### src/hw/gpc_regs.svh
// Register offsets, field positions, reset values and timing counts of the pin group controller.
`ifndef GPC_REGS_SVH
`define GPC_REGS_SVH
`define GPC_OFS_DIR        8'h00
`define GPC_OFS_DIR_CLEAR  8'h04
`define GPC_OFS_DIR_SET    8'h08
`define GPC_OFS_DIR_TOGGLE 8'h0c
`define GPC_OFS_OUT        8'h10
`define GPC_OFS_OUT_CLEAR  8'h14
`define GPC_OFS_OUT_SET    8'h18
`define GPC_OFS_OUT_TOGGLE 8'h1c
`define GPC_OFS_IN         8'h20
`define GPC_OFS_CTRL       8'h24
`define GPC_OFS_INEN       8'h28
`define GPC_OFS_PULLEN     8'h2c
`define GPC_OFS_PMUXEN     8'h30
`define GPC_OFS_ANAEN      8'h34
`define GPC_OFS_HALT_CTRL  8'h38
`define GPC_RST_WORD       32'h0000_0000
`define GPC_DBG_HALT_BIT   0
`define GPC_SYNC_CYCLES    2
`endif

### src/hw/gpc_pkg.sv
// Types shared by the pin group controller.
package gpc_pkg;
  typedef enum logic [1:0] {GPC_SZ_BYTE, GPC_SZ_HALF, GPC_SZ_WORD} gpc_size_t;
  typedef struct packed {
    logic        wr;
    logic        rd;
    logic [7:0]  addr;
    gpc_size_t   size;
    logic [31:0] wdata;
  } gpc_req_t;
  typedef enum logic [1:0] {GPC_OP_WRITE, GPC_OP_CLR, GPC_OP_SET, GPC_OP_TGL} gpc_op_t;
endpackage : gpc_pkg

### src/hw/gpc_pin_group.sv
// Pin group controller with a local port, a delayed peripheral bus port and pad control.
//
// Behaviour
// - One group of up to 32 pins, each pin controlled singly or together.
// - Set, clear, toggle writes of 8, 16 or 32 bits change only chosen pins.
// - During reset all pins are inputs with input, output and pull disabled.
// - Logic keeps running in sleep whenever its clock runs.
// - Local port wins on collision; bus access waits one cycle, an on-demand read two.
// - Local port answers every access in one cycle, sizes 8, 16, 32.
// - Local port reads, writes, sets, clears, toggles direction and level; input read only.
// - Peripheral mux enabled gives the peripheral pad output and pad level.
// - Analog selection disables all digital features of the pad.
// - Debug halt freezes the logic only when the halt control bit is set.
// - Access guard blocks bus writes, never debugger writes.
// - Events go to event routing; no interrupt and no DMA request.
// - Direction one drives pin to its level bit; zero makes it input.
// - Set, clear, toggle strobes with ones change level and direction bits.
// - On-demand sampling delays bus input read two cycles; continuous mode on byte 0 removes it.
// - Pull on input selected by level bit; output driver disables pull.
//
// Our own choices: the placing of the registers and strobed register access.
`include "gpc_regs.svh"
module gpc_pin_group
  import gpc_pkg::*;
#(
  parameter int NPINS = 32
) (
  input  wire logic              clock_i,
  input  wire logic              rst_n_i,
  input  wire gpc_req_t          lp_req_i,
  output logic [31:0]            lp_rdata_o,
  input  wire gpc_req_t          bus_req_i,
  input  wire logic              bus_debugger_i,
  input  wire logic              guard_protect_i,
  output logic [31:0]            bus_rdata_o,
  output logic                   bus_ready_o,
  input  wire logic              cpu_halted_i,
  input  wire logic [NPINS-1:0]  pad_in_i,
  output logic [NPINS-1:0]       pad_out_o,
  output logic [NPINS-1:0]       pad_oe_o,
  output logic [NPINS-1:0]       pad_ie_o,
  output logic [NPINS-1:0]       pad_pull_en_o,
  output logic [NPINS-1:0]       pad_pull_up_o,
  input  wire logic [NPINS-1:0]  periph_out_i,
  input  wire logic [NPINS-1:0]  periph_oe_i,
  output logic [NPINS-1:0]       periph_in_o,
  output logic [NPINS-1:0]       event_in_o
);
  localparam int NB = (NPINS + 7) / 8;

  typedef struct packed {
    logic [NPINS-1:0] dir;
    logic [NPINS-1:0] lvl;
    logic [NPINS-1:0] inen;
    logic [NPINS-1:0] pullen;
    logic [NPINS-1:0] pmuxen;
    logic [NPINS-1:0] anaen;
    logic [NB-1:0]    smp;
    logic             dbg_halt;
    logic [NPINS-1:0] sync1;
    logic [NPINS-1:0] sync2;
    logic [1:0]       ondemand_cnt;
    logic             bus_pend;
    gpc_req_t         bus_held;
    logic [31:0]      lp_rdata;
    logic [31:0]      bus_rdata;
    logic             bus_ready;
  } gpc_state_t;

  gpc_state_t s_q;
  gpc_state_t s_d;

  // Byte lanes touched by a sized access; a sub-word access lands on its lane.
  function automatic logic [31:0] lane_mask(input gpc_size_t sz, input logic [1:0] a);
    logic [31:0] m;
    m = 32'h0000_0000;
    unique case (sz)
      GPC_SZ_BYTE: m = 32'h0000_00ff << {a, 3'h0};
      GPC_SZ_HALF: m = 32'h0000_ffff << {a[1], 4'h0};
      GPC_SZ_WORD: m = 32'hffff_ffff;
      default:     m = 32'h0000_0000;
    endcase
    return m;
  endfunction : lane_mask

  // Offset bits 3:2 pick plain write, clear, set or toggle within each set of four.
  function automatic logic [31:0] apply_op(input logic [31:0] cur, input logic [31:0] v,
                                           input logic [31:0] m, input logic [1:0] op);
    logic [31:0] r;
    r = cur;
    unique case (op)
      2'h0: r = (cur & ~m) | (v & m);
      2'h1: r = cur & ~(v & m);
      2'h2: r = cur | (v & m);
      2'h3: r = cur ^ (v & m);
    endcase
    return r;
  endfunction : apply_op

  function automatic logic [31:0] ext(input logic [NPINS-1:0] v);
    logic [31:0] r;
    r = 32'h0000_0000;
    r[NPINS-1:0] = v;
    return r;
  endfunction : ext

  logic [NPINS-1:0] in_val;
  logic [NPINS-1:0] smp_mask;
  logic             frozen;

  always_comb
  begin
    for (int i = 0; i < NPINS; i++)
    begin
      smp_mask[i] = s_q.smp[i/8];
    end
    in_val = s_q.sync2 & s_q.inen & ~s_q.anaen;
  end

  // A CPU halt freezes the logic only while the halt control bit is set.
  assign frozen = cpu_halted_i & s_q.dbg_halt;

  always_comb
  begin
    gpc_req_t    b;
    logic [31:0] m;
    logic [31:0] tmp;
    logic        is_dbg;
    logic        b_go;
    logic        od_start;
    s_d = s_q;
    b = s_q.bus_pend ? s_q.bus_held : bus_req_i;
    m = 32'h0000_0000;
    tmp = 32'h0000_0000;
    is_dbg = bus_debugger_i;
    b_go = 1'b0;
    // Starting an on-demand read clocks the synchroniser at once, so both shifts
    // are done when the held read is answered and no stale level is returned.
    od_start = !frozen && b.rd && !s_q.bus_pend && (b.addr == `GPC_OFS_IN) && !smp_mask[0]
               && (s_q.ondemand_cnt == 2'h0);
    s_d.bus_ready = 1'b0;
    s_d.bus_rdata = 32'h0000_0000;
    s_d.lp_rdata = 32'h0000_0000;
    // Synchronisers run on every edge for bytes in continuous mode, else on demand.
    for (int i = 0; i < NPINS; i++)
    begin
      if (smp_mask[i] || s_q.ondemand_cnt != 2'h0 || od_start)
      begin
        s_d.sync1[i] = pad_in_i[i];
        s_d.sync2[i] = s_q.sync1[i];
      end
    end
    if (!frozen)
    begin
      // Local port first, answered in the same cycle budget with no wait.
      if (lp_req_i.wr)
      begin
        m = lane_mask(lp_req_i.size, lp_req_i.addr[1:0]);
        unique case ({lp_req_i.addr[7:2], 2'h0})
          `GPC_OFS_DIR, `GPC_OFS_DIR_CLEAR, `GPC_OFS_DIR_SET, `GPC_OFS_DIR_TOGGLE:
          begin
            tmp = apply_op(ext(s_q.dir), lp_req_i.wdata, m, lp_req_i.addr[3:2]);
            s_d.dir = tmp[NPINS-1:0];
          end
          `GPC_OFS_OUT, `GPC_OFS_OUT_CLEAR, `GPC_OFS_OUT_SET, `GPC_OFS_OUT_TOGGLE:
          begin
            tmp = apply_op(ext(s_q.lvl), lp_req_i.wdata, m, lp_req_i.addr[3:2]);
            s_d.lvl = tmp[NPINS-1:0];
          end
          default:;
        endcase
      end
      if (lp_req_i.rd)
      begin
        unique case ({lp_req_i.addr[7:2], 2'h0})
          `GPC_OFS_DIR:  s_d.lp_rdata = ext(s_q.dir);
          `GPC_OFS_OUT:  s_d.lp_rdata = ext(s_q.lvl);
          `GPC_OFS_IN:   s_d.lp_rdata = ext(in_val);
          default:       s_d.lp_rdata = 32'h0000_0000;
        endcase
      end
      // A colliding bus access is held and served in the next cycle; an on-demand read after its two shifts.
      if ((b.wr || b.rd) && (lp_req_i.wr || lp_req_i.rd) && !s_q.bus_pend)
      begin
        s_d.bus_pend = 1'b1;
        s_d.bus_held = bus_req_i;
        // A collided on-demand read still waits for both synchroniser shifts.
        if (od_start)
        begin
          s_d.ondemand_cnt = 2'(`GPC_SYNC_CYCLES);
        end
      end
      else if (od_start)
      begin
        s_d.bus_pend = 1'b1;
        s_d.bus_held = b;
        s_d.ondemand_cnt = 2'(`GPC_SYNC_CYCLES);
      end
      else if (s_q.ondemand_cnt > 2'h1)
      begin
        s_d.ondemand_cnt = s_q.ondemand_cnt - 2'h1;
      end
      else
      begin
        b_go = b.wr || b.rd;
        s_d.bus_pend = 1'b0;
        s_d.ondemand_cnt = 2'h0;
      end
    end
    if (b_go)
    begin
      s_d.bus_ready = 1'b1;
      m = lane_mask(b.size, b.addr[1:0]);
      // Guarded writes are still answered, so the master is never left waiting.
      if (b.wr && (!guard_protect_i || is_dbg))
      begin
        // Bus write lands on top of any local write in the same cycle.
        unique case ({b.addr[7:2], 2'h0})
          `GPC_OFS_DIR, `GPC_OFS_DIR_CLEAR, `GPC_OFS_DIR_SET, `GPC_OFS_DIR_TOGGLE:
          begin
            tmp = apply_op(ext(s_d.dir), b.wdata, m, b.addr[3:2]);
            s_d.dir = tmp[NPINS-1:0];
          end
          `GPC_OFS_OUT, `GPC_OFS_OUT_CLEAR, `GPC_OFS_OUT_SET, `GPC_OFS_OUT_TOGGLE:
          begin
            tmp = apply_op(ext(s_d.lvl), b.wdata, m, b.addr[3:2]);
            s_d.lvl = tmp[NPINS-1:0];
          end
          `GPC_OFS_CTRL:   s_d.smp = b.wdata[NB-1:0];
          `GPC_OFS_INEN:   s_d.inen = b.wdata[NPINS-1:0];
          `GPC_OFS_PULLEN: s_d.pullen = b.wdata[NPINS-1:0];
          `GPC_OFS_PMUXEN: s_d.pmuxen = b.wdata[NPINS-1:0];
          `GPC_OFS_ANAEN:  s_d.anaen = b.wdata[NPINS-1:0];
          `GPC_OFS_HALT_CTRL: s_d.dbg_halt = b.wdata[`GPC_DBG_HALT_BIT];
          default:;
        endcase
      end
      if (b.rd)
      begin
        unique case ({b.addr[7:2], 2'h0})
          `GPC_OFS_DIR:     s_d.bus_rdata = ext(s_q.dir);
          `GPC_OFS_OUT:     s_d.bus_rdata = ext(s_q.lvl);
          `GPC_OFS_IN:      s_d.bus_rdata = ext(in_val);
          `GPC_OFS_CTRL:    s_d.bus_rdata[NB-1:0] = s_q.smp;
          `GPC_OFS_INEN:    s_d.bus_rdata = ext(s_q.inen);
          `GPC_OFS_PULLEN:  s_d.bus_rdata = ext(s_q.pullen);
          `GPC_OFS_PMUXEN:  s_d.bus_rdata = ext(s_q.pmuxen);
          `GPC_OFS_ANAEN:   s_d.bus_rdata = ext(s_q.anaen);
          `GPC_OFS_HALT_CTRL: s_d.bus_rdata[`GPC_DBG_HALT_BIT] = s_q.dbg_halt;
          default:          s_d.bus_rdata = 32'h0000_0000;
        endcase
      end
    end
  end

  always_ff @(posedge clock_i or negedge rst_n_i)
  begin
    if (!rst_n_i)
    begin
      s_q <= '0;
    end
    else
    begin
      s_q <= s_d;
    end
  end

  // Pad muxing: analog beats peripheral, peripheral beats the port.
  always_comb
  begin
    for (int i = 0; i < NPINS; i++)
    begin
      if (s_q.anaen[i])
      begin
        pad_oe_o[i] = 1'b0;
        pad_out_o[i] = 1'b0;
      end
      else if (s_q.pmuxen[i])
      begin
        pad_oe_o[i] = periph_oe_i[i];
        pad_out_o[i] = periph_out_i[i];
      end
      else
      begin
        pad_oe_o[i] = s_q.dir[i];
        pad_out_o[i] = s_q.lvl[i];
      end
      pad_ie_o[i] = ~s_q.anaen[i] & (s_q.inen[i] | s_q.pmuxen[i]);
      pad_pull_en_o[i] = ~s_q.anaen[i] & s_q.pullen[i] & ~pad_oe_o[i];
      // The pull direction follows the level bit even while a peripheral owns the pad.
      pad_pull_up_o[i] = s_q.lvl[i];
      periph_in_o[i] = s_q.pmuxen[i] & ~s_q.anaen[i] & pad_in_i[i];
    end
  end

  // Only the synchronised input levels leave as events; nothing else is raised.
  assign event_in_o = in_val;
  // Read data and ready leave straight from flip-flops and stand for one cycle.
  assign lp_rdata_o = s_q.lp_rdata;
  assign bus_rdata_o = s_q.bus_rdata;
  assign bus_ready_o = s_q.bus_ready;
endmodule : gpc_pin_group

### config.mk
export PLATFORM = sky130hd
export DESIGN_NAME = gpc_pin_group
export DESIGN_NICKNAME = d
export VERILOG_FILES = /design/src/hw/gpc_pkg.sv /design/src/hw/gpc_pin_group.sv
export VERILOG_INCLUDE_DIRS = /design/src /design/src/hw
export SDC_FILE = /design/constraint.sdc
export NUM_CORES = 1
export LEC_CHECK = 0
export BUFFER_PORTS_ARGS = -buffer_cell sky130_fd_sc_hd__buf_4
export CAP_MARGIN = 15
export CORE_MARGIN = 8
export CORE_UTILIZATION = 30
export DETAILED_ROUTE_END_ITERATION = 8
export HOLD_SLACK_MARGIN = 0.15
export PLACE_DENSITY_LB_ADDON = 0.12
export SKIP_CTS_REPAIR_TIMING = 1
export SLEW_MARGIN = 20
export SYNTH_ARGS = -nofsm -noshare
export SYNTH_HDL_FRONTEND = slang
export SYNTH_SLANG_ARGS = --single-unit
### constraint.sdc
create_clock -name clock_i -period 3.1 [get_ports clock_i]
set_input_delay 0.465 -clock clock_i [delete_from_list [all_inputs] [get_ports clock_i]]
set_output_delay 0.465 -clock clock_i [all_outputs]
set_load 0.02 [all_outputs]
-- Word-level counts from Yosys, hierarchy flattened
Index checks and enable logic that the tools add are counted.
- magnitude comparators: 1
- add/subtract/negate cells: 1
- bitwise gates (word level): 287
- shift-type cells: 4
- muxes and demuxes: 170
- reductions and logical operators: 45
- equal/unequal tests: 35
- operator list (operator ; count):
    32-bit case mux with 4 select lines ; 4
    32-bit 2-to-1 mux ; 14
    197-bit 2-to-1 mux ; 2
    32-bit AND ; 12
    32-bit case mux with 3 select lines ; 3
    32-bit OR ; 8
    28-bit case mux with 7 select lines ; 1
    1-bit AND ; 161
    32-bit inverter ; 5
    1-bit 2-to-1 mux ; 134
    64-bit 2-to-1 mux ; 2
    32-bit bitwise XOR ; 4
    44-bit 2-to-1 mux ; 2
    1-bit inverter ; 65
    16-bit by 5-bit left shift with 32-bit output (first input constant) ; 2
    8-bit by 5-bit left shift with 32-bit output (first input constant) ; 2
    6-bit by 3-bit == test with 1-bit output (second input constant) ; 8
    6-bit by 4-bit == test with 1-bit output (second input constant) ; 8
    47-bit 2-to-1 mux ; 1
    33-bit 2-to-1 mux ; 1
    1-bit OR ; 32
    6-bit by 2-bit == test with 1-bit output (second input constant) ; 4
    3-bit case mux with 8 select lines ; 1
    3-bit AND reduction ; 6
    other kinds (20) ; 61
- input port bits: 189
- logic and storage cells: 569
- bits in registers: 373

-- Logic depth before layout (Yosys ltp)
- depth in word-level cells: 18
- depth in mapped cells: 17
- depth with buffers taken out: 16

-- Least setup slack after synthesis
Ideal clock, no wire load.
- path type: input to register
- start point: in lp_req_i[34] in the netlist's numbering
- end point: reg s_q[341] in the netlist's numbering
- data required time: 2.979 ns
- path slack: -0.040 ns
- buffers on the path: 1
- data arrival time: 3.019 ns
- stages on the path: 16
- library setup time: 0.121 ns
- path through: nor2b_1 -> o21ai_0 -> and2_0 -> clkbuf_1 -> nand2_1 -> ha_1 -> nand2_1 -> o21ai_0 -> nand2_1 -> a21oi_1 -> o22ai_1 -> ha_1 -> nor2_1 -> a211oi_1 -> a21oi_1 -> a22o_1
- RTL lines (element ; RTL line ; RTL):
    start: declaration ; gpc_pin_group.sv:30 ; input wire gpc_req_t lp_req_i,
    end signal: assignment ; gpc_pin_group.sv:260 ; s_q <= '0;
    end signal: assignment ; gpc_pin_group.sv:264 ; s_q <= s_d;
    end: declaration ; gpc_pin_group.sv:70 ; gpc_state_t s_q;

==> results.yml <==
clocking:
  cts_tree: "yes"
  clkLatencyLatePin_ns: 0.59
  clock-sinks: 373
  cts_max_path_buffers: 3
  numCtsBuffers: 47
  cts_root_buffer: "clkbuf_16"
  cts_max_level: 2
  path_clk_slew_ns: 0.06
setup_path:
  arrival_ns: 3.37
  cp_num_buf_inv: 2
  crit_path_start_kind: "flip-flop"
  criticalPathCategory: "reg2reg"
  crit_start: "s_q[109]"
  end_kind: "flip-flop"
  r2r_setup_slack_ns: 0.18
  r2r.worst_path.cells: 8
  r2r-start: "s_q[109]"
  max_stage_delay_ns: 0.65
  cpMaxStageDelayCell: "or4b_2"
  worstPathMaxFanout: 28
  cpLargestDelayFamily: "simple AND/OR/NAND/NOR gates"
  path_cells: "buf_4, nor2b_1, a21o_2, xnor2_1, a21o_1, or4b_2, buf_4, a31oi_1"
  cpMostUsedCell: "buf_4"
  crit_required_ns: 3.55
  r2r_end: "bus_rdata_o[26]"
synthesis:
  synth.distinct_cells: 64
  synth-edff-count: 0
  syn_area_um2: 24140
  ys_ff_latch: 373
  synthCells: 2886
  postSynthAreaPerCell_um2: 8.364
  yosysTopAreaCell: "dfrtp_1"
  syn_nets: 3203
  ys_top_cells_by_area: "dfrtp_1 39%, nor2_1 6.8%, a21oi_1 6.7%"
  synth_most_common_cell: "nor2_1"
  synthTopCellsByCount: "440 x nor2_1, 373 x dfrtp_1, 373 x nand2_1"
  yosys_warnings: 0
  synth_top_cell_area_share_pct: 38.67
  synthFlopType: "dfrtp_1"
  seq_area_frac_synth_pct: 38.67
  async_flop_share_pct: 100.0
min_path:
  min_path_cells: 2
  min_path_type: "in2reg"
  holdCritStartpoint: "bus_req_i[42]"
  whs_endpoint: "s_q[107]"
global_routing:
  antenna_found_initial: 12
  grt_first_pass_wirelength_mm: 149.7
  grt_pass1_vias: 23510
  grt-ovfl-total: 0
  grt_max_degree: 127
  gr-usage-all-layers_pct: 21.65
sta:
  final-hold-violation-count: 0
  fin_crit_sh_pct: 94.32
  rsz0062_at_grt: "no"
  max_freq_mhz: 342.0
  finalSetupViolCount: 0
  tightest_slew_ns: 0.9974
  finClkSkew_ns: 0.02840
  max_slew_margin_pct: 33.06
  final.setup.tns_ns: 0
  finalMaxSlewViolations: 0
  period_minus_slack_ns: 2.924
  setup_ws_ns: 0.1761
floorplan:
  die_x_um: 299.7
  dieArea_um2: 89800
  start_util_pct: 30.12
  core-area_um2: 80160
  ios: 478
  rows: 104
  die_h_um: 299.7
route:
  vias: 23010
  wire_per_inst_um: 23.26
  drc: 0
  drt_first_pass_iters: 5
  drt_iter0_markers: 1187
  via_per_inst: 5.264
  antenna_left: 0
  wl_mm: 101.6
cells_and_area:
  area_delta_synth_final_pct: 28.18
  multi_input_area_um2: 13160
  fillers: 8195
  seqCellArea_um2: 9338
  drive_above_1_share_pct: 25.41
  nets: 3585
pwr:
  leakagePower_nw: 14.11
  ir_drop_uv: 385.0
  power_density_nw_per_um2: 908.3
placement:
  hpwl_mm: 73.83
  portBuffers: 477
  place.gp.congestion: 0.8553
  dp_slack_ns: 0.06137
run_status:
  status: "finished clean"
run:
  max_cap_violations: 0
## layout by cell type, fill, tap and decap left out, drive strengths merged, types with 9 or more instances in the layout
cell,n
nor2,440
mux2i,146
clkinv,9
nand2,373
a21oi,324
o211ai,9
dlygate4sd3,36
a31oi,33
nand2b,20
mux2,83
nor3,44
nor3b,34
o22ai,35
inv,43
buf,628
o2bb2ai,49
a21o,22
a22o,17
o21ai,179
or2,15
ha,128
a22oi,102
clkbuf,67
a32o,9
dfrtp,373
## per-stage QoR
step           power, mW  hold WS [ns]  util, %  instances  cell area (µm²)
6_report           28.10        0.1815    38.60       4370            30940
5_1_grt            30.23        0.1637    38.58       4364            30930
4_1_cts            28.35       -0.1073    38.11       4326            30550
3_5_place_dp       22.61        0.4709    36.18       4243            29000
3_3_place_gp       22.17        0.4609    36.18       4243            29000
2_1_floorplan      17.08        0.1694        -       2886            24140
## worst max path at each step
stage	end	cells past startpoint	slack (ns)
global route	s_q[341]	11	0.02
global placement	s_q[341]	17	0.09
detailed placement	pad_pull_up_o[31]	14	0.06
CTS	bus_rdata_o[26]	7	0.04
finish	bus_rdata_o[26]	8	0.18
floorplan	pad_pull_up_o[25]	14	0.001
## registers in the layout (all words and copies together) (netlist names)
name	count
bus_rdata_o	32
bus_ready_o	1
lp_rdata_o	32
pad_pull_up_o	32
s_q	276
## routing by layer
| layer | vias to the layer above | track usage (%) | part of all wire, % |
|---|---|---|---|
| met3 | 192 | 5.294 | 6.9 |
| met1 | 11160 | 26.28 | 41 |
| met5 | - | 0 | 0.075 |
| met4 | 12 | 8.217 | 3.5 |
| li1 | 10800 | - | - |
| met2 | 840 | 36.92 | 48 |
## layout make-up
class / instances / share of cell area, %
Multi-Input combinational cell: 2138 / 42.55
Sequential cell: 373 / 30.18
Timing Repair Buffer: 664 / 17.40
Clock buffer: 67 / 4.440
Tap cell: 1060 / 4.286
Clock inverter: 16 / 0.5540
Inverter: 44 / 0.5338
Antenna cell: 8 / 0.06470
## report_power, final
group	switching [mW]	internal, mW	leakage (nW)	total (mW)
clock network	2.25	3.32	0.748	5.57
registers	2.49	6.52	4.79	9.01
logic	7.69	5.83	8.57	13.5
total	12.4	15.7	14.1	28.1
## cells by family after synthesis
kind of cell	synth area share [%]
AND/OR/NAND/NOR	16.65
AO/OA/AOI/OAI	20.53
buffers and inverters	7.542
flip-flops	38.67
multiplexers	9.941
adder cells (fa/ha/maj)	6.635
XOR/XNOR	0.03629
Power figures use the tool's default switching activity.
